<file path="src/isd_pkg.sv">
// Purpose: shared constants for the inhibit / sync digital io block
// Assumes: single 250 MHz clock, synchronous active-low reset
// Notes: register map and mode encodings live here
// Contract
// - positive polarity: high pin level means active, low means inactive.
// - negative polarity: low pin level means active, high means inactive.
// - active inhibit clamps every affected output to lowest level at once.
// - inhibit mode off ignores the inhibit input completely; here the status bits and inhibit rise/fall interrupts still follow it.
// - latch mode: true edge disables output, stays disabled after input drops.
// - live mode: output disabled while inhibit true, enabled when false.
// - choosing sync function on sync pin sets companion pin function too.
// - slaves set to sync input before master is set to sync output.
// - coupled channels on a slave ignore local on/off, master switches them.
// - coupled channels across units switch together under master timing; here master coupled channels follow own local_on, slave ones the OR of them.
package isd_pkg;
  localparam int ISD_NCH = 4;
  localparam logic [3:0] ISD_ADDR_CTRL = 4'h0;
  localparam logic [3:0] ISD_ADDR_CHAN = 4'h4;
  localparam logic [3:0] ISD_ADDR_STAT = 4'h8;
  localparam logic [3:0] ISD_ADDR_INT_STAT = 4'hC;
  localparam logic [3:0] ISD_ADDR_INT_MASK = 4'hD;
  // ctrl field positions
  localparam int ISD_CTRL_INH_POL = 0;
  localparam int ISD_CTRL_SYNC_POL = 1;
  localparam int ISD_CTRL_MODE_LO = 2;
  localparam int ISD_CTRL_SYNC_LO = 4;
  localparam logic [7:0] ISD_CTRL_RST = 8'h00;
  localparam logic [7:0] ISD_CHAN_RST = 8'h00;
  localparam logic [2:0] ISD_INT_RST = 3'h0;
  // interrupt bits
  localparam int ISD_INT_INH_RISE = 0;
  localparam int ISD_INT_INH_FALL = 1;
  localparam int ISD_INT_SYNC_CHG = 2;
  typedef enum logic [1:0] {
    ISD_INH_OFF = 2'b00,
    ISD_INH_LATCH = 2'b01,
    ISD_INH_LIVE = 2'b11
  } isd_inh_mode_e;
  typedef enum logic [1:0] {
    ISD_SYNC_NONE = 2'b00,
    ISD_SYNC_SLAVE = 2'b01,
    ISD_SYNC_MASTER = 2'b11
  } isd_sync_role_e;
  localparam logic ISD_POL_POS = 1'b0;
endpackage : isd_pkg

</file>
<file path="src/isd_inhibit_sync_dio.sv">
// Purpose: inhibit conditioning and master/slave output sync for channel enables
// Assumes: pins sampled on clock; register port with read data one cycle later
// Notes: output enables are active-low on the two-way sync pins
//
// Design decisions made here: the strobed register port and the placing of the registers.
`timescale 1ns/1ps
module isd_inhibit_sync_dio #(
  parameter int NCH = isd_pkg::ISD_NCH
) (
  input wire logic clock,
  input wire logic reset_n,
  input wire logic [3:0] reg_addr,
  input wire logic [7:0] reg_wdata,
  input wire logic reg_write,
  input wire logic reg_read,
  output logic [7:0] reg_rdata,
  input wire logic inhibit_pin,
  input wire logic sync_pin_in,
  output logic sync_pin_out,
  output logic sync_pin_oe_n,
  input wire logic sync_enable_pin_in,
  output logic sync_enable_pin_out,
  output logic sync_enable_pin_oe_n,
  input wire logic [NCH-1:0] local_on,
  output logic [NCH-1:0] chan_enable,
  output logic irq
);
  import isd_pkg::*;

  logic [7:0] ctrl_r;
  logic [7:0] chan_r;
  logic [2:0] int_stat_r;
  logic [2:0] int_mask_r;
  logic [1:0] inh_meta_r;
  logic [1:0] sync_meta_r;
  logic [1:0] sen_meta_r;
  logic inh_q_r;
  logic sync_q_r;
  logic inh_latched_r;
  logic [NCH-1:0] chan_enable_r;
  logic sync_out_r;
  logic sen_out_r;
  logic [7:0] reg_rdata_r;

  isd_inh_mode_e inh_mode;
  isd_sync_role_e sync_role;
  logic inh_active;
  logic sync_active;
  logic sen_active;
  logic inh_block;
  logic mode_wr;
  logic [NCH-1:0] couple_mask;
  logic [NCH-1:0] run_nxt;
  logic [2:0] int_event;

  function automatic logic isd_level(input logic pin, input logic pol);
    // positive polarity passes the pin, negative inverts it
    return (pol == ISD_POL_POS) ? pin : ~pin;
  endfunction : isd_level

  assign inh_mode = isd_inh_mode_e'(ctrl_r[ISD_CTRL_MODE_LO +: 2]);
  // the companion pin role follows the sync pin role, no own setting
  assign sync_role = isd_sync_role_e'(ctrl_r[ISD_CTRL_SYNC_LO +: 2]);
  assign couple_mask = chan_r[NCH-1:0];

  // register port
  always_ff @(posedge clock) begin
    if (!reset_n) begin
      ctrl_r <= ISD_CTRL_RST;
      chan_r <= ISD_CHAN_RST;
      int_mask_r <= ISD_INT_RST;
    end else if (reg_write) begin
      case (reg_addr)
        ISD_ADDR_CTRL: ctrl_r <= reg_wdata;
        ISD_ADDR_CHAN: chan_r <= reg_wdata;
        ISD_ADDR_INT_MASK: int_mask_r <= reg_wdata[2:0];
        default: ;
      endcase
    end
  end

  assign mode_wr = reg_write && (reg_addr == ISD_ADDR_CTRL) &&
                   (reg_wdata[ISD_CTRL_MODE_LO +: 2] != ctrl_r[ISD_CTRL_MODE_LO +: 2]);

  always_ff @(posedge clock) begin
    if (!reset_n) begin
      reg_rdata_r <= 8'h00;
    end else if (reg_read) begin
      case (reg_addr)
        ISD_ADDR_CTRL: reg_rdata_r <= ctrl_r;
        ISD_ADDR_CHAN: reg_rdata_r <= chan_r;
        ISD_ADDR_STAT: reg_rdata_r <= {inh_latched_r, inh_active, sync_active, sen_active,
                                       chan_enable_r[3:0]};
        ISD_ADDR_INT_STAT: reg_rdata_r <= {5'h00, int_stat_r};
        ISD_ADDR_INT_MASK: reg_rdata_r <= {5'h00, int_mask_r};
        default: reg_rdata_r <= 8'h00;
      endcase
    end else begin
      reg_rdata_r <= 8'h00;
    end
  end
  assign reg_rdata = reg_rdata_r;

  // two-flop synchronisers; first stage read only by the second
  always_ff @(posedge clock) begin
    if (!reset_n) begin
      inh_meta_r <= 2'b00;
      sync_meta_r <= 2'b00;
      sen_meta_r <= 2'b00;
    end else begin
      inh_meta_r <= {inh_meta_r[0], inhibit_pin};
      sync_meta_r <= {sync_meta_r[0], sync_pin_in};
      sen_meta_r <= {sen_meta_r[0], sync_enable_pin_in};
    end
  end

  assign inh_active = isd_level(inh_meta_r[1], ctrl_r[ISD_CTRL_INH_POL]);
  assign sync_active = isd_level(sync_meta_r[1], ctrl_r[ISD_CTRL_SYNC_POL]);
  assign sen_active = isd_level(sen_meta_r[1], ctrl_r[ISD_CTRL_SYNC_POL]);

  always_ff @(posedge clock) begin
    if (!reset_n) begin
      inh_q_r <= 1'b0;
      sync_q_r <= 1'b0;
    end else begin
      inh_q_r <= inh_active;
      sync_q_r <= sync_active;
    end
  end

  // latch holds until mode changes; a mode write clears it even if a true edge arrives in the same cycle
  always_ff @(posedge clock) begin
    if (!reset_n) begin
      inh_latched_r <= 1'b0;
    end else if (inh_mode == ISD_INH_LATCH && inh_active && !inh_q_r && !mode_wr) begin
      inh_latched_r <= 1'b1;
    end else if (mode_wr) begin
      inh_latched_r <= 1'b0;
    end
  end

  always_comb begin
    case (inh_mode)
      ISD_INH_OFF: inh_block = 1'b0;
      ISD_INH_LATCH: inh_block = inh_latched_r || (inh_active && !inh_q_r);
      ISD_INH_LIVE: inh_block = inh_active;
      default: inh_block = 1'b0;
    endcase
  end

  // slave coupled channels take run state from master lines only
  always_comb begin
    for (int i = 0; i < NCH; i++) begin
      if (sync_role == ISD_SYNC_SLAVE && couple_mask[i]) begin
        run_nxt[i] = sync_active && sen_active;
      end else begin
        run_nxt[i] = local_on[i];
      end
    end
    if (inh_block) begin
      run_nxt = '0;
    end
  end

  // master drives its coupled run state out, changes registered with channels
  always_ff @(posedge clock) begin
    if (!reset_n) begin
      chan_enable_r <= '0;
      sync_out_r <= 1'b0;
      sen_out_r <= 1'b0;
    end else begin
      chan_enable_r <= run_nxt;
      sync_out_r <= (|(local_on & couple_mask)) && !inh_block;
      sen_out_r <= |couple_mask;
    end
  end
  assign chan_enable = chan_enable_r;

  // polarity applied on drive as well so both ends agree
  assign sync_pin_out = isd_level(sync_out_r, ctrl_r[ISD_CTRL_SYNC_POL]);
  assign sync_enable_pin_out = isd_level(sen_out_r, ctrl_r[ISD_CTRL_SYNC_POL]);
  // slave never drives, so pins stay safe while master configured later
  assign sync_pin_oe_n = (sync_role != ISD_SYNC_MASTER);
  assign sync_enable_pin_oe_n = (sync_role != ISD_SYNC_MASTER);

  // sticky interrupts, set wins over write-one clear
  assign int_event[ISD_INT_INH_RISE] = inh_active && !inh_q_r;
  assign int_event[ISD_INT_INH_FALL] = !inh_active && inh_q_r;
  assign int_event[ISD_INT_SYNC_CHG] = sync_active != sync_q_r;

  always_ff @(posedge clock) begin
    if (!reset_n) begin
      int_stat_r <= ISD_INT_RST;
    end else if (reg_write && reg_addr == ISD_ADDR_INT_STAT) begin
      int_stat_r <= (int_stat_r & ~reg_wdata[2:0]) | int_event;
    end else begin
      int_stat_r <= int_stat_r | int_event;
    end
  end
  assign irq = |(int_stat_r & int_mask_r);

endmodule : isd_inhibit_sync_dio

</file>
<file path="config.mk">
export PLATFORM = sky130hd
export DESIGN_NAME = isd_inhibit_sync_dio
export DESIGN_NICKNAME = d
export VERILOG_FILES = /design/src/isd_pkg.sv /design/src/isd_inhibit_sync_dio.sv
export SDC_FILE = /design/constraint.sdc
export NUM_CORES = 1
export LEC_CHECK = 0
export BUFFER_PORTS_ARGS = -buffer_cell sky130_fd_sc_hd__buf_2
export CORE_MARGIN = 1
export CORE_UTILIZATION = 50
export CTS_CLUSTER_SIZE = 16
export DETAILED_ROUTE_END_ITERATION = 6
export PLACE_DENSITY = 0.84
export SLEW_MARGIN = 20
export SYNTH_ARGS = -nofsm -noshare
export SYNTH_HDL_FRONTEND = slang
export SYNTH_SLANG_ARGS = --single-unit
export TNS_END_PERCENT = 30
</file>
<file path="constraint.sdc">
create_clock -name clock -period 1.42 [get_ports clock]
set_input_delay 0.284 -clock clock [delete_from_list [all_inputs] [get_ports clock]]
set_output_delay 0.284 -clock clock [all_outputs]
set_load 0.02 [all_outputs]
</file>
==> flow_summary.json, run 1 <==
{
  "slew_violations": 0,
  "synth_mux_area_frac": 0.118,
  "ff2ff_path_depth": 4,
  "die_area_sq_um": 4250,
  "fp.coreArea_sq_um": 3740,
  "ys_seq_area_frac": 0.451,
  "gp_congestion": 0.908,
  "synth-adder-area-share": 0,
  "drive_above_1_share": 0.307,
  "crit_path_end": "irq",
  "avgViaCountPerCell": 5.41,
  "slowest_delay_ns": 0.37,
  "grt_pass1_wl_mm": 7.12,
  "antenna_cells": 0,
  "synth-simple-area-share": 0.216,
  "netlist_instances": 208,
  "fill_cells": 336,
  "rrSetupSlack_ns": 0.15,
  "dieWidth_um": 65.2,
  "fin_crit_sh": 1.07,
  "overflow": 0,
  "yosys_warnings": 0,
  "fmax_ghz": 0.659,
  "synth_xor_xnor_area_share": 0.0388,
  "hold_viol": 0,
  "dr.pass1.iters": 4,
  "cts.sinks": 45,
  "grt_max_degree": 24,
  "critical_path.top_delay_family": "compound AO/OA/AOI/OAI gates",
  "arrival_ns": 1.23,
  "fp.dieH_um": 65.2,
  "cap_viol_max_count": 0,
  "synthTopCellsByArea": "dfxtp_1, mux2i_1, nor2b_1",
  "hold_class": "in -> reg",
  "synth_top_area_cell": "dfxtp_1",
  "leakagePower_nw": 1.05,
  "hpwl_mm": 3.08,
  "synth_nets": 231,
  "slew_headroom": 0.753,
  "vias": 1633,
  "dp.cells": 293,
  "cts_root_buffer": "clkbuf_8",
  "cts_tree": "yes",
  "layout.nets": 276,
  "path_class": "reg -> out",
  "synth_top_area_share": 0.451,
  "worstPathCellList": "a222oi_1, inv_1, buf_6",
  "timing.rr.start": "chan_r[1]",
  "crit_start": "int_mask_r[2]",
  "path_clk_slew_ns": 0.08,
  "ys_seq_elements": 45,
  "worstMarginPinSlew_ns": 0.370,
  "start_util": 0.533,
  "synth_cell_types": 42,
  "multi_input_area_sq_um": 1010,
  "crit_cells": 3,
  "final.min_clock_period_ns": 1.52,
  "clkLatencyLatePin_ns": 0.30,
  "violations": "negative setup slack",
  "crit_path_top_delay_cell": "a222oi_1",
  "drt-wirelength-per-cell_um": 14.0,
  "synth_area_per_cell_sq_um": 9.60,
  "placed_cell_area_sq_um": 2250,
  "cts-buffers-inserted": 5,
  "h-tree-depth": 2,
  "synth_compound_area_frac": 0.135,
  "skew_ns": 0.00890,
  "rr_endpoint": "reg_rdata[1]",
  "finalHoldWorstSlack_ns": 0.190,
  "vdd.ir_drop.worst_mv": 0.850,
  "grt_pass1_vias": 1540,
  "rsz0062_at_grt": "yes",
  "num_rows": 22,
  "setup_viol": 1,
  "stdcell_area_sq_um": 2360,
  "crit_fanout": 2,
  "status": "finished with violations",
  "synth_top_family_by_area": "simple AND/OR/NAND/NOR gates",
  "critPathBufInv": 2,
  "drt-initial-drc-count": 135,
  "critPathLaunchType": "flop",
  "track_usage": 0.222,
  "io_pins": 40,
  "antenna_left": 0,
  "fin_ws_ns": -0.0967,
  "antenna_found_initial": 0,
  "syn2layout_area_growth_pct": 18.1,
  "powerDensity_nw_per_um2": 976,
  "routed_wirelength_mm": 4.24,
  "register_area_sq_um": 906,
  "finalPower_w": 0.00230,
  "cp-end-kind": "output pin",
  "port_buffers": 39,
  "cp.required_ns": 1.14,
  "cts_buffer_depth": 2,
  "final_cells": 302,
  "drc": 0,
  "synth_area_sq_um": 2000
}
-- power by group --
| group | internal, W | total (W) | switching (W) |
|---|---|---|---|
| sequential | 0.00129 | 0.00131 | 0.0000223 |
| combinational | 0.000105 | 0.000227 | 0.000122 |
| clock | 0.000339 | 0.000761 | 0.000422 |
-- stage by stage --
step / worst slack [ns] / setup TNS (ns) / utilization
2_1_floorplan: 0.281 / 0 / -
4_1_cts: -0.0747 / -0.0747 / 0.629
3_5_place_dp: 0.00843 / 0 / 0.602
5_1_grt: -0.191 / -0.191 / 0.630
6_report: -0.0967 / -0.0967 / 0.630
3_3_place_gp: 0.0872 / 0 / 0.602
-- kinds of logic after synthesis --
logic type	after synthesis
flops	45
mux	23
xor+xnor	8
compound gates	39
buf+inv	14
simple gates	79
-- cell usage in the layout, fill, tap and decap left out, types with 2 or more instances in the layout --
master    instances
dfxtp_1          41
buf_2            38
nor2b_1          19
nor2_1           18
mux2i_1          18
nand2_1          14
a21oi_1          14
buf_4            11
nand3_1           7
and2_1            6
nor3_1            5
mux2_2            5
clkbuf_8          5
xor2_1            4
a22oi_1           4
dfxtp_2           4
a21boi_2          3
xnor2_1           3
a31oi_1           3
a211oi_1          3
inv_1             2
o21ai_0           2
a21boi_0          2
o21a_1            2
clkinv_2          2
-- cell usage after synthesis --
cell and number:
a21boi_2 3, a31oi_1 3, nand2_1 14, a31o_1 1, clkbuf_1 4, a21o_1 1
buf_1 1, buf_6 2, mux2i_1 18, a211oi_1 3, mux2_2 5, o21a_1 2
nand3_1 7, and4b_1 1, nand3_2 1, nor4b_2 1, a222oi_1 1, nand2_2 1
dfxtp_1 45, or3b_1 1, xor2_1 4, nor3_1 5, xnor2_2 1, inv_1 2
nor2b_1 19, nor3b_2 1, a21boi_0 2, and2_1 6, o21ai_0 2, o41a_1 1
and2b_2 1, nand4_1 1, xnor2_1 3, o22ai_1 1, a211o_2 1, nand2b_1 1
a21oi_1 14, buf_2 2, buf_4 3, nor2_4 1, a22oi_1 4, nor2_1 18
-- final cells by class --
type	count	area share
multi-input combinational	149	0.430
tap	48	0.0255
inverter	2	0.00318
clock inverter	3	0.00743
sequential	45	0.384
clock buffer	5	0.0292
timing repair buffer	50	0.120
-- state kept, by name (all words and copies together) (netlist names) --
signal and flops:
chan_r 8, ctrl_r 8, reg_rdata 8, chan_enable 4
int_mask_r 3, int_stat_r 3, inh_meta_r 2, sen_meta_r 2
sync_meta_r 2, inh_latched_r 1, inh_q_r 1, sen_out_r 1
sync_out_r 1, sync_q_r 1
-- routing by layer --
metal | GRT usage | routed length (um)
met3 | 0.0694 | 317
met2 | 0.341 | 1940
met1 | 0.283 | 1920
met4 | 0.101 | 61
met5 | 0 | 0
-- worst min-delay path by stage --
stage                  startpoint            end  slack, ns  cells past startpoint
3_3_place_gp        sen_meta_r[0]  sen_meta_r[1]       0.41                      1
5_1_grt        sync_enable_pin_in  sen_meta_r[0]       0.17                      2
4_1_cts        sync_enable_pin_in  sen_meta_r[0]       0.18                      2
6_report       sync_enable_pin_in  sen_meta_r[0]       0.19                      2
3_5_place_dp        sen_meta_r[0]  sen_meta_r[1]       0.42                      1
2_1_floorplan         inhibit_pin  inh_meta_r[0]       0.41                      1
-- timing repair --
item,4_1_cts,5_1_grt
setup buffers,1,0
hold buffers,0,0
pin swaps,1,0
endpoints found under the setup margin,3,1
gates resized for setup,4,2
(Power assumes the default switching activity.)
==> inputs of run 2 (changes only) <==
--- a/config.mk
+++ b/config.mk
@@ -6,7 +6,7 @@
 export NUM_CORES = 1
 export LEC_CHECK = 0
 export BUFFER_PORTS_ARGS = -buffer_cell sky130_fd_sc_hd__buf_2
-export CORE_MARGIN = 1
+export CORE_MARGIN = 2
 export CORE_UTILIZATION = 50
 export CTS_CLUSTER_SIZE = 16
 export DETAILED_ROUTE_END_ITERATION = 6
==> run 2 against run 1 <==
Against the previous run:
- the flow still finishes with violations (negative setup slack)
- first-iteration DRC count is 27% higher
- clock skew is 0.0033 ns lower
- design area is 0.42% lower
- critical endpoint unchanged
==> flow_summary.json, run 2 (synthesis results as in run 1) <==
{
  "status": "finished with violations",
  "violations": "negative setup slack",
  "fp.dieH_um": 67.2,
  "path_class": "reg -> out",
  "drive_above_1_share": 0.287,
  "vdd.ir_drop.worst_mv": 0.641,
  "register_area_sq_um": 903,
  "cts_buffer_depth": 2,
  "final_cell_mix": "dfxtp_1, buf_2, nor2b_1",
  "timing.rr.start": "chan_r[1]",
  "fin_crit_sh": 1.04,
  "crit_path_end": "irq",
  "cts_root_buffer": "clkbuf_8",
  "fill_cells": 349,
  "drt-initial-drc-count": 172,
  "rsz0062_at_grt": "yes",
  "antenna_found_initial": 0,
  "routed_wirelength_mm": 4.32,
  "avgViaCountPerCell": 5.38,
  "arrival_ns": 1.20,
  "io_pins": 40,
  "leakagePower_nw": 1.05,
  "path_clk_slew_ns": 0.08,
  "critPathLaunchType": "flop",
  "hp-start": "inhibit_pin",
  "final.setup.tns_ns": -0.0630,
  "dr.pass1.iters": 5,
  "port_buffers": 39,
  "ff2ff_path_depth": 4,
  "cp.required_ns": 1.14,
  "hpwl_mm": 3.12,
  "antenna_left": 0,
  "drc": 0,
  "rrSetupSlack_ns": 0.15,
  "grt_pass1_wl_mm": 6.99,
  "overflow": 0,
  "worstMarginPinSlew_ns": 0.394,
  "placed_cell_area_sq_um": 2260,
  "holdBufCountCts": 0,
  "die_area_sq_um": 4520,
  "layout_commonest_cell": "dfxtp_1",
  "final.min_clock_period_ns": 1.48,
  "cp-end-kind": "output pin",
  "dp_slack_ns": 0.0157,
  "hold_viol": 0,
  "vias": 1609,
  "layout.nets": 273,
  "drt-wirelength-per-cell_um": 14.5,
  "syn2layout_area_growth_pct": 17.6,
  "rr_endpoint": "reg_rdata[1]",
  "fp.coreArea_sq_um": 3740,
  "cts.sinks": 45,
  "cts-buffers-inserted": 5,
  "setup_viol": 1,
  "multi_input_area_sq_um": 1010,
  "grt_pass1_vias": 1534,
  "start_util": 0.533,
  "h-tree-depth": 2,
  "slew_headroom": 0.736,
  "finalHoldWorstSlack_ns": 0.193,
  "stdcell_area_sq_um": 2350,
  "dp.cells": 291,
  "crit_start": "int_stat_r[2]",
  "grt_max_degree": 21,
  "cts_tree": "yes",
  "crit_fanout": 3,
  "track_usage": 0.209,
  "fin_ws_ns": -0.0630,
  "powerDensity_nw_per_um2": 981,
  "hold_class": "in -> reg",
  "num_rows": 22,
  "final_cells": 299,
  "antenna_cells": 0,
  "slew_violations": 0,
  "fmax_ghz": 0.674,
  "cap_viol_max_count": 0,
  "clkLatencyLatePin_ns": 0.30,
  "skew_ns": 0.00565,
  "dieWidth_um": 67.2,
  "gp_congestion": 0.917
}
-- run 2: cell type report --
cell class	count	area share
Multi-Input combinational cell	149	0.432
Timing Repair Buffer	47	0.119
Tap cell	48	0.0256
Sequential cell	45	0.385
Inverter	2	0.00320
Clock buffer	6	0.0309
Clock inverter	2	0.00426
-- run 2: worst min-delay path by stage --
stage                                end  slack [ns]  cells after the start
final                      inh_meta_r[0]        0.19                      2
after global routing       sen_meta_r[0]        0.18                      2
after CTS                  inh_meta_r[0]        0.19                      2
after detailed placement  sync_meta_r[1]        0.42                      1
after global placement     sen_meta_r[1]        0.41                      1
after floorplan            inh_meta_r[0]        0.41                      1
-- run 2: report_power, final --
group          leakage, nW  internal, W  total, W  switching, W
sequential           0.367      0.00129   0.00131     0.0000213
clock               0.0450     0.000341  0.000760      0.000419
combinational        0.637     0.000106  0.000232      0.000126
-- run 2: metrics by stage --
step	utilization	power (W)
after floorplan	-	0.00147
after global placement	0.605	0.00156
after detailed placement	0.605	0.00157
after CTS	0.627	0.00232
after global routing	0.627	0.00240
final	0.627	0.00230
-- run 2: critical path: stages, from the launching register on --
cell and delay (ns):
dfxtp_1 0.33, a222oi_1 0.35, inv_1 0.06, buf_2 0.16
-- run 2: per-layer routing --
metal / routed length (um) / track usage
met1: 2020 / 0.259
met2: 1970 / 0.337
met4: 79 / 0.0816
met5: 0 / 0
met3: 250 / 0.0700
-- run 2: what timing repair did --
item                                    in CTS  in global routing
pin swaps                                    0                  0
setup buffers                                0                  0
endpoints found under the setup margin       3                  1
gates resized for setup                      1                  1
==> inputs of run 3 (changes only) <==
==> constraint.sdc (replaced) <==
create_clock -name clock -period 1.4 [get_ports clock]
set_input_delay 0.28 -clock clock [delete_from_list [all_inputs] [get_ports clock]]
set_output_delay 0.28 -clock clock [all_outputs]
set_load 0.02 [all_outputs]
==> run 3 against run 2 <==
Against the previous run:
- the flow still finishes with violations (negative setup slack)
- first-iteration DRC count fell by 60%
- total power rose by 1.5%
- global-route usage fell by 0.48 points
- design area rose by 0.48%
- routed wire length fell by 3.4%
- non-clock buffer count rose by 3
- combinational power barely moved
- register-to-register slack got worse by 0.03 ns
- die area did not move
- utilization rose by 0.30 points
- sequential power barely moved
==> flow_summary.json, run 3 (synthesis results as in run 1) <==
{
  "status": "finished with violations",
  "arrival_ns": 1.22,
  "antenna_left": 0,
  "drt-wirelength-per-cell_um": 13.8,
  "drt-initial-drc-count": 69,
  "drc": 0,
  "port_buffers": 39,
  "hpwl_mm": 3.10,
  "combPwrFrac": 0.099,
  "ff2ff_path_depth": 4,
  "crit_start": "int_stat_r[2]",
  "path_clk_slew_ns": 0.08,
  "fp.coreArea_sq_um": 3740,
  "routed_wirelength_mm": 4.17,
  "rr_endpoint": "reg_rdata[1]",
  "grt_pass1_vias": 1467,
  "cap_viol_max_count": 0,
  "vias": 1592,
  "fin_crit_sh": 1.07,
  "critPathLaunchType": "flop",
  "hold_class": "in -> reg",
  "cp.required_ns": 1.12,
  "gp_congestion": 0.905,
  "stdcell_area_sq_um": 2360,
  "crit_fanout": 3,
  "avgViaCountPerCell": 5.27,
  "cts_tree": "yes",
  "fmax_ghz": 0.669,
  "timing.rr.start": "chan_r[1]",
  "cts.sinks": 45,
  "h-tree-depth": 2,
  "vdd.ir_drop.worst_mv": 0.823,
  "final.min_clock_period_ns": 1.50,
  "num_rows": 22,
  "slew_violations": 0,
  "rrSetupSlack_ns": 0.12,
  "finalHoldWorstSlack_ns": 0.187,
  "track_usage": 0.204,
  "p_clk_frac": 0.332,
  "cts_buffer_depth": 2,
  "io_pins": 40,
  "p_switching_w": 0.000578,
  "layout_commonest_cell": "dfxtp_1",
  "clkLatencyLatePin_ns": 0.30,
  "antenna_found_initial": 0,
  "hold_viol": 0,
  "powerDensity_nw_per_um2": 991,
  "worstMarginPinSlew_ns": 0.361,
  "leakagePower_nw": 1.05,
  "setup_viol": 1,
  "dieWidth_um": 67.2,
  "fin_ws_ns": -0.0951,
  "p_seq_frac": 0.569,
  "cts-buffers-inserted": 5,
  "syn2layout_area_growth_pct": 18.2,
  "skew_ns": 0.00862,
  "grt_max_degree": 20,
  "violations": "negative setup slack",
  "rsz0062_at_grt": "yes",
  "slowest_delay_ns": 0.34,
  "layout.nets": 276,
  "fp.dieH_um": 67.2,
  "post_cts_buffers": 0,
  "slew_headroom": 0.758,
  "antenna_cells": 0,
  "start_util": 0.533,
  "cp-end-kind": "output pin",
  "grt_pass1_wl_mm": 6.77,
  "die_area_sq_um": 4520,
  "cts_root_buffer": "clkbuf_8",
  "path_class": "reg -> out",
  "dr.pass1.iters": 4,
  "placed_cell_area_sq_um": 2260,
  "crit_path_end": "irq",
  "finalCoreUtilization": 0.630,
  "p_sw_frac": 0.247,
  "worstPathCellList": "a222oi_1, inv_1, buf_6",
  "drive_above_1_share": 0.303,
  "internal_power_w": 0.00176,
  "crit_path_top_delay_cell": "dfxtp_2",
  "overflow": 0,
  "final_cell_mix": "dfxtp_1, buf_2, nor2b_1"
}
-- run 3: worst min-delay path by stage --
| stage | from | end | slack (ns) | cells past startpoint |
|---|---|---|---|---|
| 6_report | sync_pin_in | sync_meta_r[0] | 0.19 | 2 |
| 5_1_grt | sync_pin_in | sync_meta_r[0] | 0.18 | 2 |
| 4_1_cts | inhibit_pin | inh_meta_r[0] | 0.18 | 2 |
| 3_5_place_dp | inh_meta_r[0] | inh_meta_r[1] | 0.42 | 1 |
| 3_3_place_gp | sync_meta_r[0] | sync_meta_r[1] | 0.41 | 1 |
| 2_1_floorplan | inhibit_pin | inh_meta_r[0] | 0.41 | 1 |
-- run 3: timing repair --
item                                    4_1_cts  5_1_grt
hold buffers                                  0        0
pin swaps                                     1        1
endpoints found under the setup margin        3        3
resized for setup                             4        2
hold endpoints to repair                      0        0
-- run 3: layout make-up --
type,count,area [sq um]
Sequential cell,45,907
Inverter,2,7.51
Clock inverter,3,17.5
Clock buffer,5,68.8
Multi-Input combinational cell,149,1010
Fill cell,335,1380
Tap cell,48,60.1
Timing Repair Buffer,50,284
-- run 3: power by group through the flow --
stage | clock (W) | combinational, W | sequential (W)
after CTS | 0.000802 | 0.000231 | 0.00133
final | 0.000777 | 0.000231 | 0.00133
after floorplan | 0 | 0.000132 | 0.00136
after global placement | 0 | 0.000225 | 0.00136
after global routing | 0.000865 | 0.000250 | 0.00134
after detailed placement | 0 | 0.000230 | 0.00136
-- run 3: critical path: cells and delay by family, from the launching register on --
kind / cells / cell delay [ns]
compound gates: 1 / 0.34
flops: 1 / 0.34
buf+inv: 2 / 0.24
-- run 3: through the flow --
stage               setup slack (ns)  TNS [ns]  power (W)  cells
global placement              0.0733         0    0.00159    294
floorplan                      0.265         0    0.00150    208
finish                       -0.0951   -0.0951    0.00234    302
global route                  -0.136    -0.136    0.00245    302
CTS                           -0.126    -0.126    0.00237    302
detailed placement            0.0196         0    0.00159    294
-- run 3: metal layers --
layer	GRT usage	vias up	wire length, um	part of all wire
li1	-	812	-	-
met1	0.275	728	2000	0.48
met2	0.313	44	1900	0.46
met3	0.0400	8	201	0.048
met4	0.102	0	70	0.017
met5	0	-	0	0
